**config.mk**
```make
export PLATFORM = sky130hd
export DESIGN_NAME = adjust_command_sequencer
export DESIGN_NICKNAME = d
export VERILOG_FILES = /design/src/logic/adjust_pkg.sv /design/src/logic/adjust_command_sequencer.sv
export SDC_FILE = /design/constraint.sdc
export NUM_CORES = 1
export LEC_CHECK = 0
export ABC_CLOCK_PERIOD_IN_PS = 5300
export BUFFER_PORTS_ARGS = -buffer_cell sky130_fd_sc_hd__buf_2
export CORE_UTILIZATION = 31
export CTS_CLUSTER_SIZE = 30
export DETAILED_ROUTE_END_ITERATION = 10
export SLEW_MARGIN = 10
export SYNTH_ARGS = -nofsm -noshare
export SYNTH_HDL_FRONTEND = slang
export SYNTH_SLANG_ARGS = --single-unit
```
**constraint.sdc**
```tcl
create_clock -name clk_i -period 5.3 [get_ports clk_i]
set_clock_uncertainty 0.05 [all_clocks]
set_input_delay 1.59 -clock clk_i [delete_from_list [all_inputs] [get_ports clk_i]]
set_output_delay 1.59 -clock clk_i [all_outputs]
set_load 0.005 [all_outputs]
```
**src/logic/adjust_pkg.sv**
```systemverilog
package adjust_pkg;
  // Frame codes
  localparam logic [7:0] ADJ_CMD_CODE = 8'h3e;
  localparam logic [7:0] ADJ_BYTE2 = 8'h00;
  localparam logic [7:0] SUB_DATA_SET = 8'h01;
  // Addresses and values
  localparam logic [15:0] ADDR_MODE = 16'h2000;
  localparam logic [15:0] ADDR_ACTION = 16'h2001;
  localparam logic [15:0] ADDR_PANEL = 16'h2002;
  localparam logic [15:0] VAL_MULTITURN = 16'h1013;
  localparam logic [15:0] VAL_OFFSET = 16'h100e;
  localparam logic [15:0] VAL_EXECUTE = 16'h0001;
  localparam logic [15:0] VAL_SAVE = 16'h0002;
  // Answer codes
  localparam logic [7:0] ANS_OK = 8'h01;
  localparam logic [7:0] ANS_REFUSED = 8'h00;
  // Timing
  localparam int CLK_HZ = 10000000;
  localparam int EXEC_TIME_MS = 2000;
  localparam int EXEC_CYCLES = CLK_HZ / 1000 * EXEC_TIME_MS;
  // Mode enumeration
  typedef enum logic [1:0] {
    MODE_NONE,
    MODE_MULTITURN,
    MODE_OFFSET
  } adj_mode_t;
endpackage : adjust_pkg

```
**src/logic/adjust_command_sequencer.sv**
```systemverilog
`timescale 1ns/1ns
module adjust_command_sequencer #(
  parameter int EXEC_CYCLES = adjust_pkg::EXEC_CYCLES
) (
  // Clock and reset
  input wire logic clk_i,
  input wire logic sys_rst_i,
  // Command frame
  input wire logic frame_valid_i,
  input wire logic [7:0] frame_code_i,
  input wire logic [7:0] frame_byte2_i,
  input wire logic [7:0] sub_command_code_i,
  input wire logic [15:0] setting_address_field_i,
  input wire logic [15:0] setting_value_field_i,
  // Drive conditions (pins)
  input wire logic servo_on_i,
  input wire logic main_power_i,
  input wire logic handheld_attached_i,
  input wire logic pc_comm_active_i,
  input wire logic panel_off_req_i,
  // Response
  output logic [7:0] sub_command_answer_o,
  output logic [15:0] setting_address_field_o,
  output logic [15:0] setting_value_field_o,
  output logic response_valid_o,
  output logic command_ready_flag_o,
  // Adjustment control
  output logic [1:0] mode_o,
  output logic save_pulse_o,
  output logic exec_busy_o,
  output logic panel_enable_o
);

  // Refuse a run length the down counter cannot serve
  if (EXEC_CYCLES < 2) begin : gen_exec_check
    $error("EXEC_CYCLES too small");
  end

  ////////////////////////////////////////////////////////////////////////////
  // Pin synchronisers, one per drive condition pin

  logic [4:0] pin_raw;
  logic [4:0] pin_lvl;
  logic servo_on_s;
  logic main_power_s;
  logic handheld_s;
  logic pc_comm_s;
  logic panel_off_s;

  assign pin_raw = {panel_off_req_i, pc_comm_active_i, handheld_attached_i, main_power_i,
                    servo_on_i};

  for (genvar g = 0; g < 5; g++) begin : gen_pin_sync
    pin_sync pin_sync_i (
      .clk_i(clk_i),
      .sys_rst_i(sys_rst_i),
      .pin_i(pin_raw[g]),
      .level_o(pin_lvl[g])
    );
  end

  assign {panel_off_s, pc_comm_s, handheld_s, main_power_s, servo_on_s} = pin_lvl;

  ////////////////////////////////////////////////////////////////////////////
  // Sequencer state

  typedef struct packed {
    adjust_pkg::adj_mode_t mode;
    logic busy;
    logic [31:0] cnt;
    logic ready;
    logic resp_valid;
    logic [7:0] answer;
    logic [15:0] addr;
    logic [15:0] data;
    logic save;
    logic panel_en;
  } state_t;

  state_t st_r;
  state_t st_nxt;

  ////////////////////////////////////////////////////////////////////////////
  // Command decode

  logic is_adj;
  logic is_set;
  logic wr_mode;
  logic wr_act;
  logic wr_panel;
  logic offset_ok;
  logic panel_ok;

  assign is_adj = frame_valid_i && frame_code_i == adjust_pkg::ADJ_CMD_CODE
                  && frame_byte2_i == adjust_pkg::ADJ_BYTE2;
  assign is_set = is_adj && sub_command_code_i == adjust_pkg::SUB_DATA_SET;
  assign wr_mode = is_set && setting_address_field_i == adjust_pkg::ADDR_MODE;
  assign wr_act = is_set && setting_address_field_i == adjust_pkg::ADDR_ACTION;
  assign wr_panel = is_set && setting_address_field_i == adjust_pkg::ADDR_PANEL;
  assign offset_ok = !servo_on_s && main_power_s;
  assign panel_ok = !handheld_s && !pc_comm_s;

  ////////////////////////////////////////////////////////////////////////////
  // Sequencer

  always_comb begin
    logic ok;
    ok = 1'b0;
    st_nxt = st_r;
    st_nxt.resp_valid = 1'b0;
    st_nxt.save = 1'b0;
    // Synchronised panel-off pin may blank the indicator
    if (panel_off_s) begin
      st_nxt.panel_en = 1'b0;
    end
    if (st_r.busy) begin
      // New frames ignored while execution runs
      if (st_r.cnt == 32'h0000_0001) begin
        st_nxt.busy = 1'b0;
        st_nxt.ready = 1'b1;
        st_nxt.resp_valid = 1'b1;
        st_nxt.mode = adjust_pkg::MODE_NONE;
      end
      st_nxt.cnt = st_r.cnt - 32'h0000_0001;
    end else if (is_adj) begin
      st_nxt.addr = setting_address_field_i;
      st_nxt.data = setting_value_field_i;
      st_nxt.ready = 1'b0;
      if (wr_mode && setting_value_field_i == adjust_pkg::VAL_MULTITURN) begin
        st_nxt.mode = adjust_pkg::MODE_MULTITURN;
        ok = 1'b1;
      end else if (wr_mode && setting_value_field_i == adjust_pkg::VAL_OFFSET) begin
        st_nxt.mode = adjust_pkg::MODE_OFFSET;
        ok = 1'b1;
      end else if (wr_act && setting_value_field_i == adjust_pkg::VAL_SAVE
                   && st_r.mode != adjust_pkg::MODE_NONE) begin
        st_nxt.save = 1'b1;
        ok = 1'b1;
      end else if (wr_act && setting_value_field_i == adjust_pkg::VAL_EXECUTE
                   && (st_r.mode == adjust_pkg::MODE_MULTITURN
                       || (st_r.mode == adjust_pkg::MODE_OFFSET && offset_ok))) begin
        st_nxt.busy = 1'b1;
        st_nxt.cnt = 32'(EXEC_CYCLES);
        ok = 1'b1;
      end else if (wr_panel) begin
        if (panel_ok) begin
          st_nxt.panel_en = 1'b1;
        end
        ok = panel_ok;
      end
      if (!st_nxt.busy) begin
        st_nxt.answer = ok ? adjust_pkg::ANS_OK : adjust_pkg::ANS_REFUSED;
        st_nxt.ready = 1'b1;
        st_nxt.resp_valid = 1'b1;
      end else begin
        st_nxt.answer = adjust_pkg::ANS_OK;
      end
    end
  end

  always_ff @(posedge clk_i) begin
    if (sys_rst_i) begin
      st_r <= '{mode: adjust_pkg::MODE_NONE, ready: 1'b1, panel_en: 1'b1, default: '0};
    end else begin
      st_r <= st_nxt;
    end
  end

  assign sub_command_answer_o = st_r.answer;
  assign setting_address_field_o = st_r.addr;
  assign setting_value_field_o = st_r.data;
  assign response_valid_o = st_r.resp_valid;
  assign command_ready_flag_o = st_r.ready;
  assign mode_o = st_r.mode;
  assign save_pulse_o = st_r.save;
  assign exec_busy_o = st_r.busy;
  assign panel_enable_o = st_r.panel_en;

  ////////////////////////////////////////////////////////////////////////////
  // Checks

  chk_ready_low_busy: assert property (@(posedge clk_i) disable iff (sys_rst_i)
    exec_busy_o |-> !command_ready_flag_o)
    else $error("ready high during execution");

  chk_mode_multi: assert property (@(posedge clk_i) disable iff (sys_rst_i)
    (!exec_busy_o && wr_mode && setting_value_field_i == adjust_pkg::VAL_MULTITURN)
    |=> mode_o == adjust_pkg::MODE_MULTITURN)
    else $error("multiturn mode not entered");

  chk_mode_offset: assert property (@(posedge clk_i) disable iff (sys_rst_i)
    (!exec_busy_o && wr_mode && setting_value_field_i == adjust_pkg::VAL_OFFSET)
    |=> mode_o == adjust_pkg::MODE_OFFSET)
    else $error("offset mode not entered");

  chk_save_pulse: assert property (@(posedge clk_i) disable iff (sys_rst_i)
    save_pulse_o |-> $past(wr_act) && $past(mode_o) != adjust_pkg::MODE_NONE
      && $past(setting_value_field_i) == adjust_pkg::VAL_SAVE)
    else $error("save pulse without request");

  chk_exec_start: assert property (@(posedge clk_i) disable iff (sys_rst_i)
    $rose(exec_busy_o) |-> $past(wr_act)
      && $past(setting_value_field_i) == adjust_pkg::VAL_EXECUTE)
    else $error("execution without request");

  chk_ack_ready: assert property (@(posedge clk_i) disable iff (sys_rst_i)
    (!exec_busy_o && is_adj && !(wr_act
      && setting_value_field_i == adjust_pkg::VAL_EXECUTE))
    |=> response_valid_o && command_ready_flag_o)
    else $error("no answer to command");

  chk_offset_cond: assert property (@(posedge clk_i) disable iff (sys_rst_i)
    ($rose(exec_busy_o) && mode_o == adjust_pkg::MODE_OFFSET)
    |-> $past(offset_ok))
    else $error("offset run with servo on or no power");

  chk_panel_cond: assert property (@(posedge clk_i) disable iff (sys_rst_i)
    $rose(panel_enable_o) |-> $past(wr_panel) && $past(panel_ok))
    else $error("panel enabled illegally");

  chk_exec_end: assert property (@(posedge clk_i) disable iff (sys_rst_i)
    $fell(exec_busy_o) |-> command_ready_flag_o && response_valid_o)
    else $error("execution end without ready");

  chk_frame_ignore: assert property (@(posedge clk_i) disable iff (sys_rst_i)
    (!exec_busy_o && !is_adj) |=> !response_valid_o)
    else $error("answer to a frame that is not an adjusting command");

  chk_sub_refuse: assert property (@(posedge clk_i) disable iff (sys_rst_i)
    (!exec_busy_o && is_adj && !is_set)
    |=> sub_command_answer_o == adjust_pkg::ANS_REFUSED)
    else $error("unknown sub-command accepted");

  chk_busy_drop: assert property (@(posedge clk_i) disable iff (sys_rst_i)
    (exec_busy_o && frame_valid_i)
    |=> $stable(setting_address_field_o) && $stable(setting_value_field_o))
    else $error("frame taken during execution");

  chk_panel_blank: assert property (@(posedge clk_i) disable iff (sys_rst_i)
    (panel_off_s && !(wr_panel && panel_ok && !exec_busy_o)) |=> !panel_enable_o)
    else $error("indicator lit while blanked");

  chk_save_answer: assert property (@(posedge clk_i) disable iff (sys_rst_i)
    save_pulse_o |-> response_valid_o && sub_command_answer_o == adjust_pkg::ANS_OK)
    else $error("save pulse without accepted answer");

  cov_exec: cover property (@(posedge clk_i) $fell(exec_busy_o));
  cov_save: cover property (@(posedge clk_i) save_pulse_o);
  cov_panel: cover property (@(posedge clk_i) $rose(panel_enable_o));
  cov_offset_run: cover property (@(posedge clk_i)
    $rose(exec_busy_o) && mode_o == adjust_pkg::MODE_OFFSET);
  cov_refused: cover property (@(posedge clk_i)
    response_valid_o && sub_command_answer_o == adjust_pkg::ANS_REFUSED);

endmodule : adjust_command_sequencer

////////////////////////////////////////////////////////////////////////////////
// Three-stage pin synchroniser; level moves only when stages two and three agree

module pin_sync (
  // Clock and reset
  input wire logic clk_i,
  input wire logic sys_rst_i,
  // Pin and filtered level
  input wire logic pin_i,
  output logic level_o
);

  typedef struct packed {
    logic [2:0] stage;
    logic level;
  } sync_t;

  sync_t st_r;
  sync_t st_nxt;

  always_comb begin
    st_nxt = st_r;
    st_nxt.stage = {st_r.stage[1:0], pin_i};
    // Stage zero may be metastable, so only the later two are compared
    if (st_r.stage[1] == st_r.stage[2]) begin
      st_nxt.level = st_r.stage[2];
    end
  end

  always_ff @(posedge clk_i) begin
    if (sys_rst_i) begin
      st_r <= '0;
    end else begin
      st_r <= st_nxt;
    end
  end

  assign level_o = st_r.level;

endmodule : pin_sync

```
## Word level (Yosys, flattened, before mapping)

Cells that the tools add are included.

- Add/sub/neg operators: 1
- Eq/ne operators: 21
- Mux-type cells: 31
- Bitwise operators: 2
- Reductions and logical operators: 29

Operators with widths:

| cell | count |
|---|---|
| $mux W33 | 6 |
| $mux W79 | 1 |
| $eq A16 B14 Y1 const B | 3 |
| $mux W37 | 1 |
| $eq A16 B13 Y1 const B | 2 |
| $eq A32 B1 Y1 const B | 1 |
| $sub A32 B1 Y32 const B | 1 |
| $eq A16 B1 Y1 const B | 1 |
| $eq A16 B2 Y1 const B | 1 |
| $mux W1 | 16 |
| $logic_and A1 B1 Y1 | 15 |
| $mux W2 | 6 |
| $eq A8 B1 Y1 const B | 1 |
| $eq A8 B6 Y1 const B | 1 |
| $logic_not A8 Y1 | 1 |
| $ne A2 B2 Y1 const B | 3 |
| $reduce_bool A2 Y1 | 3 |
| $eq A1 B1 Y1 | 5 |
| $reduce_and A5 Y1 | 1 |
| $reduce_or A5 Y1 | 1 |
| $reduce_and A2 Y1 | 2 |
| $logic_not A1 Y1 | 3 |
| $mux W3 | 1 |
| $reduce_and A3 Y1 | 1 |
| other kinds (6) | 7 |

- Flip-flop bits (word level): 92
- Word-level logic and storage cells: 104

## Longest topological paths before layout

Gate-level depths: netlist (run 1).

- Depth after elaboration: 17
- Depth in mapped cells: 7
- Mapped depth without buffers: 7

## Hierarchy

A second synthesis (run 1) with hierarchy kept.

- Cells, all modules: 503
- Area, all modules: 4171.5 sq um

Modules (own cells, without submodules):

| module | instances | cells each | area an instance (sq um) |
|---|---|---|---|
| adjust_command_sequencer | 1 | 453 | 3608.5 |
| pin_sync | 5 | 10 | 112.6 |

## Worst setup path after synthesis (run 1)

OpenSTA, ideal clock, no wires.

- Path type: input-to-reg
- Start: input frame_byte2_i[5]
- End: register st_r[63] (netlist bit)
- Setup time: 0.116 ns
- Arrival time: 3.022 ns
- Data required time: 5.134 ns
- Slack: 2.111 ns
- Stages on the path: 5
- Path through: or3_1 clkbuf_1 nor3_2 nand3b_1 a41o_1

- Cells in the longest elaborated chain, start to end: 8
- Elaborated cells between the ends (all ways): 17
- Those cells by class: eq/ne: 3; reduce/logical: 14

RTL lines:

| element | line | source |
|---|---|---|
| from (decl) | adjust_command_sequencer.sv:11 | `input wire logic [7:0] frame_byte2_i,` |
| $logic_not A8 Y1 * | adjust_command_sequencer.sv:95 | `&& frame_byte2_i == adjust_pkg::ADJ_BYTE2;` |
| $logic_and A1 B1 Y1 * | adjust_command_sequencer.sv:95 |  |
| $logic_and A1 B1 Y1 | adjust_command_sequencer.sv:96 | `assign is_set = is_adj && sub_command_code_i == adjust_pkg::SUB_DATA_SET;` |
| $logic_and A1 B1 Y1 | adjust_command_sequencer.sv:98 | `assign wr_act = is_set && setting_address_field_i == adjust_pkg::ADDR_ACTION;` |
| $logic_and A1 B1 Y1 (on tied branches) | adjust_command_sequencer.sv:135, adjust_command_sequencer.sv:139 |  |
| $logic_and A1 B1 Y1 (on tied branches) | adjust_command_sequencer.sv:136, adjust_command_sequencer.sv:140 |  |
| $ne A2 B2 Y1 (no source line) or $reduce_bool A2 Y1 (tied branches) | -- |  |
| $reduce_and A5 Y1 (no source line) * | -- |  |
| to (signal assigned) | adjust_command_sequencer.sv:165 | `st_r <= st_nxt;` |
| to (decl) | adjust_command_sequencer.sv:80 | `state_t st_r;` |

Mark *: on every way between the ends. The rest lies on a longest branch, timed or not.
A chain may end at the register's enable or synchronous reset.

## Worst setup path in the final report (run 1)

- Start: input setting_address_field_i[3]
- End: register st_r[51] (netlist bit)

- Cells in the longest elaborated chain, start to end: 6
- Elaborated cells between the ends (all ways): 15
- Those cells by class: eq/ne: 5; reduce/logical: 10

RTL lines:

| element | line | source |
|---|---|---|
| from (decl) | adjust_command_sequencer.sv:13 | `input wire logic [15:0] setting_address_field_i,` |
| $eq A16 B14 Y1 | adjust_command_sequencer.sv:98 |  |
| $logic_and A1 B1 Y1 | adjust_command_sequencer.sv:98 |  |
| $logic_and A1 B1 Y1 (on tied branches) | adjust_command_sequencer.sv:135, adjust_command_sequencer.sv:139 |  |
| $logic_and A1 B1 Y1 (on tied branches) | adjust_command_sequencer.sv:136, adjust_command_sequencer.sv:140 |  |
| $ne A2 B2 Y1 (no source line) or $reduce_bool A2 Y1 (tied branches) | -- |  |
| $reduce_and A5 Y1 (no source line) * | -- |  |

Marks and branches as above.

==> out/metrics.yaml, run 1 <==
layout.cells.non_filler: 763
leakagePower_nw: 1.98
syn_inst: 522
final_common_cell: "buf_2"
num_io_pins: 111
p_per_area_nw_per_um2: 278
ir_drop_v: 0.000133
hold_viol: 0
tritoncts: "done"
status: "completed"
min_period_ns: 3.56
min_path_type: "flip-flop to flip-flop"
postCtsHoldBufs: 0
clk_latency_ns: 0.34
met3_length_um: 561
synth_cell_type_count: 66
syn_area_per_cell_sq_um: 8.49
reg2reg_from: "mode_o[1]"
first_pass_iters: 4
via_per_inst: 5.05
numClockSinks: 92
core_sq_um: 13900
antenna_left: 0
yosys_warnings: 0
max-slew-margin-rel_pct: 46.0
path_cells: "buf_2, nor4_1, nand4_1, nor3_2, and3b_1, o21ai_0"
cp-start-kind: "input port"
die_h_um: 122
grt.overflow.total: 0
fill_cells: 1427
tns_ns: 0
dp_hpwl_um: 7520
finalSetupViolations: 0
yosysTopAreaCell: "dfxtp_1"
route.detailed.drc: 0
grt_pass1_wl_um: 17100
port_buffers: 103
cp_slowest_stage_delay_ns: 0.67
min_from: "gen_pin_sync[1].pin_sync_i.st_nxt[2]"
placedCellCount: 747
ff2ff_setup_slack_ns: 2.75
synth_flop_cell: "dfxtp_1"
p_total_w: 0.00141
gp_congestion: 0.788
slew_viol_final: 0
synth.top_cell.area_share_pct: 41.6
ctsHtreeMaxLevel: 3
synthArstFlopShare_pct: 0
wl_met2_um: 4920
fp-row-count: 43
path_clk_slew_ns: 0.06
layout.nets: 644
wl_um: 10300
cp_slowest_cell: "and3b_1"
max_cap_viol_count: 0
synth_edf_count: 0
endpoint_kind: "flip-flop"
root_buffer: "clkbuf_16"
post_cts_resized: 0
yosys_register_bits: 92
timing.rr.end: "st_r[51]"
top_layer: "met4"
worstSetupPathType: "input port to flip-flop"
antenna_found_initial: 0
fp.dieW_um: 122
layout_common_cells: "103 x buf_2, 92 x dfxtp_1, 83 x nand2_1"
grt_pass1_vias: 3574
cts_buffers: 9
vias: 3855
synth_area_leaders: "dfxtp_1 42%, buf_4 7.5%, nand2_1 7.0%, a21oi_1 5.8%, nor2b_1 2.7%"
rsz0062_at_grt: "false"
fmax_ghz: 0.281
drt-initial-drc-count: 213
areaGrowthSynthToFinish_pct: 14.5
cts_max_path_buffers: 2
min_to: "gen_pin_sync[1].pin_sync_i.st_nxt[3]"
diodes: 0
track_usage_pct: 14.6
start_util_pct: 31.8
critPathArrivalTime_ns: 3.70
grt_start_max_net_pins: 50
min_period_over_period_pct: 67.2
drive_above_1_share_pct: 25.2
worstMarginPinSlew_ns: 0.810
die_area_sq_um: 14800
synth-seq-area-share_pct: 41.6
critPathMaxFanout: 19
synth_area_sq_um: 4430
avgRoutedWirePerCell_um: 13.5
post_cts_buffers: 0
worst_ep_required_time_ns: 5.43
min_path_cells: 1
wl_met1_um: 4670
worstRegToRegCells: 5
per-stage QoR:
stage	util (%)	hold slack (ns)	instance area [sq um]	setup WS, ns
final	36.4	0.383	5070	1.74
after global routing	36.4	0.408	5070	1.45
after CTS	36.4	0.386	5070	1.68
after detailed placement	34.2	0.370	4770	1.32
after global placement	34.2	0.369	4770	1.35
after floorplan	-	0.364	4450	2.11
flip-flops by register name, summed over array words and instances (netlist names):
signal and flops:
st_r 32, setting_address_field_o 16, setting_value_field_o 16, gen_pin_sync.pin_sync_i.st_nxt 10, gen_pin_sync.pin_sync_i.level_o 5, gen_pin_sync.pin_sync_i.st_r 5, mode_o 2, command_ready_flag_o 1
exec_busy_o 1, panel_enable_o 1, response_valid_o 1, save_pulse_o 1, sub_command_answer_o 1
layout make-up:
class | count | area, sq um | area share, %
clock buffers | 10 | 239 | 4.71
multi-input cells | 364 | 2150 | 42.3
flip-flops and latches | 92 | 1840 | 36.3
well taps | 180 | 225 | 4.44
inverters | 6 | 22.5 | 0.444
clock inverters | 6 | 68.8 | 1.36
repair buffers | 105 | 531 | 10.5
routing by layer:
metal / vias to the layer above / global-route usage [%]
met2: 107 / 25.0
met1: 1798 / 17.8
met4: 0 / 5.32
met5: - / 0
met3: 12 / 3.14
li1: 1938 / -
power breakdown:
part	switching [W]	internal, W	total, W
Sequential	0.00000150	0.000696	0.000697
Combinational	0.0000345	0.0000254	0.0000599
Clock	0.000273	0.000383	0.000655
Total	0.000309	0.00110	0.00141
kinds of logic after synthesis:
group	after synthesis	share of synthesized area (%)
compound gates	108	14.9
xor+xnor	1	0.198
fa+ha+maj	2	0.565
buf+inv	72	10.5
flops	92	41.6
mux	1	0.339
other cells	1	0.0846
simple gates	245	31.8
synth_stat cells (all sizes together), types with 2 or more instances:
cell and number:
nand3 18, and4 2, a211oi 3, nand4b 4, nor2b 19, nand3b 5
inv 6, a31oi 2, nor4b 3, nor3 18, a21oi 51, buf 48
nand2 83, nor2 27, o31a 4, o211ai 6, dfxtp 92, ha 2
clkbuf 18, nor3b 8, nor4bb 2, nor4 20, a21o 3, a22o 3
a311oi 3, and3 4, nand2b 2, or4 6, o31ai 4, a31o 2
or3 11, nand4 9, o21ai 18
how the worst max path moves through the flow:
stage                              end                        from
5_1_grt                       st_r[48]    setting_value_field_i[8]
2_1_floorplan                 st_r[63]            frame_byte2_i[5]
6_report                      st_r[51]  setting_address_field_i[3]
3_3_place_gp   sub_command_answer_o[0]             frame_code_i[7]
3_5_place_dp                  st_r[71]  setting_address_field_i[3]
4_1_cts                       st_r[51]  setting_address_field_i[3]
worst max-delay path, delay by kind of cell:
family,cells,cell delay [ns]
simple gates,4,1.80
buf+inv,1,0.11
compound gates,1,0.20
No activity file was read; power rests on OpenSTA's default activity.
==> run 2: changes to the inputs <==
- ABC_AREA: unset -> 1
- ABC_CLOCK_PERIOD_IN_PS: 5300 -> 3200
- clock period: 5.3 -> 3.2 ns (I/O delays scaled with it)
==> run 2 against run 1 <==
  * Power rose by 63%
  * Final cell count rose by 32%
  * Sequential share of layout area fell by 3.5 points
  * Clock-buffer cell count rose by 2
  * First-iteration DRC count rose by 45%
  * Highest routed layer unchanged
  * Flip-flop and latch count did not move
==> out/metrics.yaml, run 2 <==
synth_area_leaders: "dfxtp_1 38%, nand2_1 9.7%, nor2_1 8.9%, inv_1 7.1%, a21oi_1 7.0%"
worstMarginPinSlew_ns: 0.506  # -0.303 ns
grt_pass1_vias: 4169  # +17%
diodes: 0  # unchanged
ir_drop_v: 0.000250  # +88%
via_per_inst: 4.63  # -8.4%
layout_common_cells: "127 x nand2_1, 115 x nor2_1, 103 x buf_2"
drive_above_1_share_pct: 19.2  # -6.0 points
ctsHtreeMaxLevel: 3  # unchanged
core_sq_um: 15300  # +9.9%
synthArstFlopShare_pct: 0  # unchanged
fp-row-count: 45  # +4.7%
die_area_sq_um: 16300  # +10%
hold_viol: 0  # unchanged
ff2ff_setup_slack_ns: 1.26  # -1.49 ns
antenna_found_initial: 0  # unchanged
layout.nets: 861  # +34%
postCtsHoldBufs: 0  # unchanged
grt_start_max_net_pins: 48  # -4.0%
p_total_w: 0.00231  # +63%
clk_latency_ns: 0.35  # about the same
status: "completed"
synth_flop_cell: "dfxtp_1"
gp_congestion: 0.885  # +12%
endpoint_kind: "flip-flop"
synth-seq-area-share_pct: 37.7  # -3.9 points
slew_viol_final: 0  # unchanged
max_cap_viol_count: 0  # unchanged
avgRoutedWirePerCell_um: 12.5  # -7.9%
post_dp_cell_area_sq_um: 5350  # +12%
critPathArrivalTime_ns: 2.44  # -1.26 ns
reg2reg_from: "st_r[44]"
route.detailed.drc: 0  # unchanged
cts_max_path_buffers: 2  # unchanged
areaGrowthSynthToFinish_pct: 15.0
critPathLaunch: "setting_value_field_i[7]"
synth_cell_type_count: 37  # -44%
min_path_type: "flip-flop to flip-flop"
tns_ns: 0  # unchanged
max-slew-margin-rel_pct: 66.3  # +20 points
post_cts_resized: 0  # unchanged
synth_area_sq_um: 4890  # +10%
rsz0062_at_grt: "false"
cp-start-kind: "input port"
finalSetupViolations: 0  # unchanged
grt_pass1_wl_um: 20300  # +19%
root_buffer: "clkbuf_16"
dp_hpwl_um: 9430  # +25%
critPathMaxFanout: 15  # -4
synth_most_common_cell: "nand2_1"
port_buffers: 103  # unchanged
yosys-top-cells-count: "127 x nand2_1, 116 x nor2_1, 93 x inv_1"
p_per_area_nw_per_um2: 410  # +47%
numClockSinks: 92  # unchanged
fmax_ghz: 0.439
hold_slack_ns: 0.350  # -0.0333 ns
grt.overflow.total: 0  # unchanged
tritoncts: "done"
fp.dieW_um: 128  # +5.0%
start_util_pct: 31.9  # +0.12 points
worstSetupPathType: "input port to flip-flop"
worstRegToRegCells: 9  # +4
largest_reg_flops: 32  # unchanged
synth.top_cell.area_share_pct: 37.7  # -3.9 points
crit_end: "st_r[47]"
timing.rr.end: "st_r[68]"
worst_ep_required_time_ns: 3.36  # -2.07 ns
yosys_warnings: 0  # unchanged
path_clk_slew_ns: 0.06  # about the same
yosys_register_bits: 92  # unchanged
min_period_ns: 2.28
track_usage_pct: 15.9  # +1.3 points
antenna_left: 0  # unchanged
leakagePower_nw: 2.67  # +35%
yosysTopAreaCell: "dfxtp_1"
num_io_pins: 111  # unchanged
die_h_um: 128  # +5.0%
drt-initial-drc-count: 308  # +45%
vias: 4670  # +21%
final_common_cell: "nand2_1"
final_area_sq_um: 5620  # +11%
syn_area_per_cell_sq_um: 6.72  # -21%
post_cts_buffers: 0  # unchanged
wl_um: 12600  # +22%
top_register: "st_r"
synth_edf_count: 0  # unchanged
cts_buffers: 9  # unchanged
syn_inst: 728  # +39%
min_period_over_period_pct: 71.1
first_pass_iters: 4  # unchanged
==> run 2: power breakdown <==
part	total, W	switching, W	internal [W]
combinational	0.000124	0.0000761	0.0000482
clock	0.00103	0.000431	0.000598
sequential	0.00116	0.00000251	0.00115
total	0.00231	0.000509	0.00180
==> run 2: worst min path at each step <==
stage	depth (start not counted)	startpoint	endpoint	slack (ns)
CTS	2	gen_pin_sync[1].pin_sync_i.st_nxt[2]	gen_pin_sync[1].pin_sync_i.st_nxt[3]	0.35
finish	2	gen_pin_sync[1].pin_sync_i.st_nxt[2]	gen_pin_sync[1].pin_sync_i.st_nxt[3]	0.35
global route	2	gen_pin_sync[0].pin_sync_i.st_nxt[2]	gen_pin_sync[0].pin_sync_i.st_nxt[3]	0.37
global placement	2	gen_pin_sync[4].pin_sync_i.st_nxt[2]	gen_pin_sync[4].pin_sync_i.st_nxt[3]	0.34
detailed placement	2	gen_pin_sync[1].pin_sync_i.st_nxt[2]	gen_pin_sync[1].pin_sync_i.st_nxt[3]	0.34
floorplan	2	gen_pin_sync[0].pin_sync_i.st_nxt[2]	gen_pin_sync[0].pin_sync_i.st_nxt[3]	0.34
==> run 2: layout make-up <==
cell class,count,area [sq um]
clock buffer,12,236
clock inverter,2,37.5
fill,1730,9690
inverter,95,357
multi-input combinational,486,2310
sequential,92,1840
tap,211,264
timing repair buffer,111,576
==> run 2: logic make-up (layout without fill, tap and decap cells) <==
group	count (synthesis)	after routing	synth area share (%)
simple gates	350	350	32.2
buf+inv	156	220	15.6
compound gates	121	121	12.9
flops	92	92	37.7
xor+xnor	6	6	1.07
fa+ha+maj	2	2	0.512
other cells	1	7	0.0767
==> run 2: critical path, cell delays in order <==
cell and delay [ns]:
buf_2 0.09, inv_1 0.07, nand2_1 0.10, nor2_2 0.19, nand4_1 0.10, nor2_1 0.26
nand3_1 0.22, nand2_1 0.14, inv_2 0.13, nand2_1 0.10, a21oi_1 0.06
==> run 2: through the flow <==
step                      instances  util (%)  worst slack (ns)
after global placement          995      34.9             0.587
after global routing           1009      36.7             0.754
after detailed placement        995      34.9             0.580
after CTS                      1009      36.7             0.952
after floorplan                 734         -              1.04
final                          1009      36.7             0.923
==> run 2: per-layer routing <==
layer  GRT usage [%]  vias up  part of all wire [%]  routed length (um)
met3            3.89       11                   5.5                 692
met4            4.50        0                   1.1                 143
met1            22.0     2121                    50                6340
li1                -     2416                     -                   -
met2            24.3      122                    43                5390
met5               0        -                     0                   0
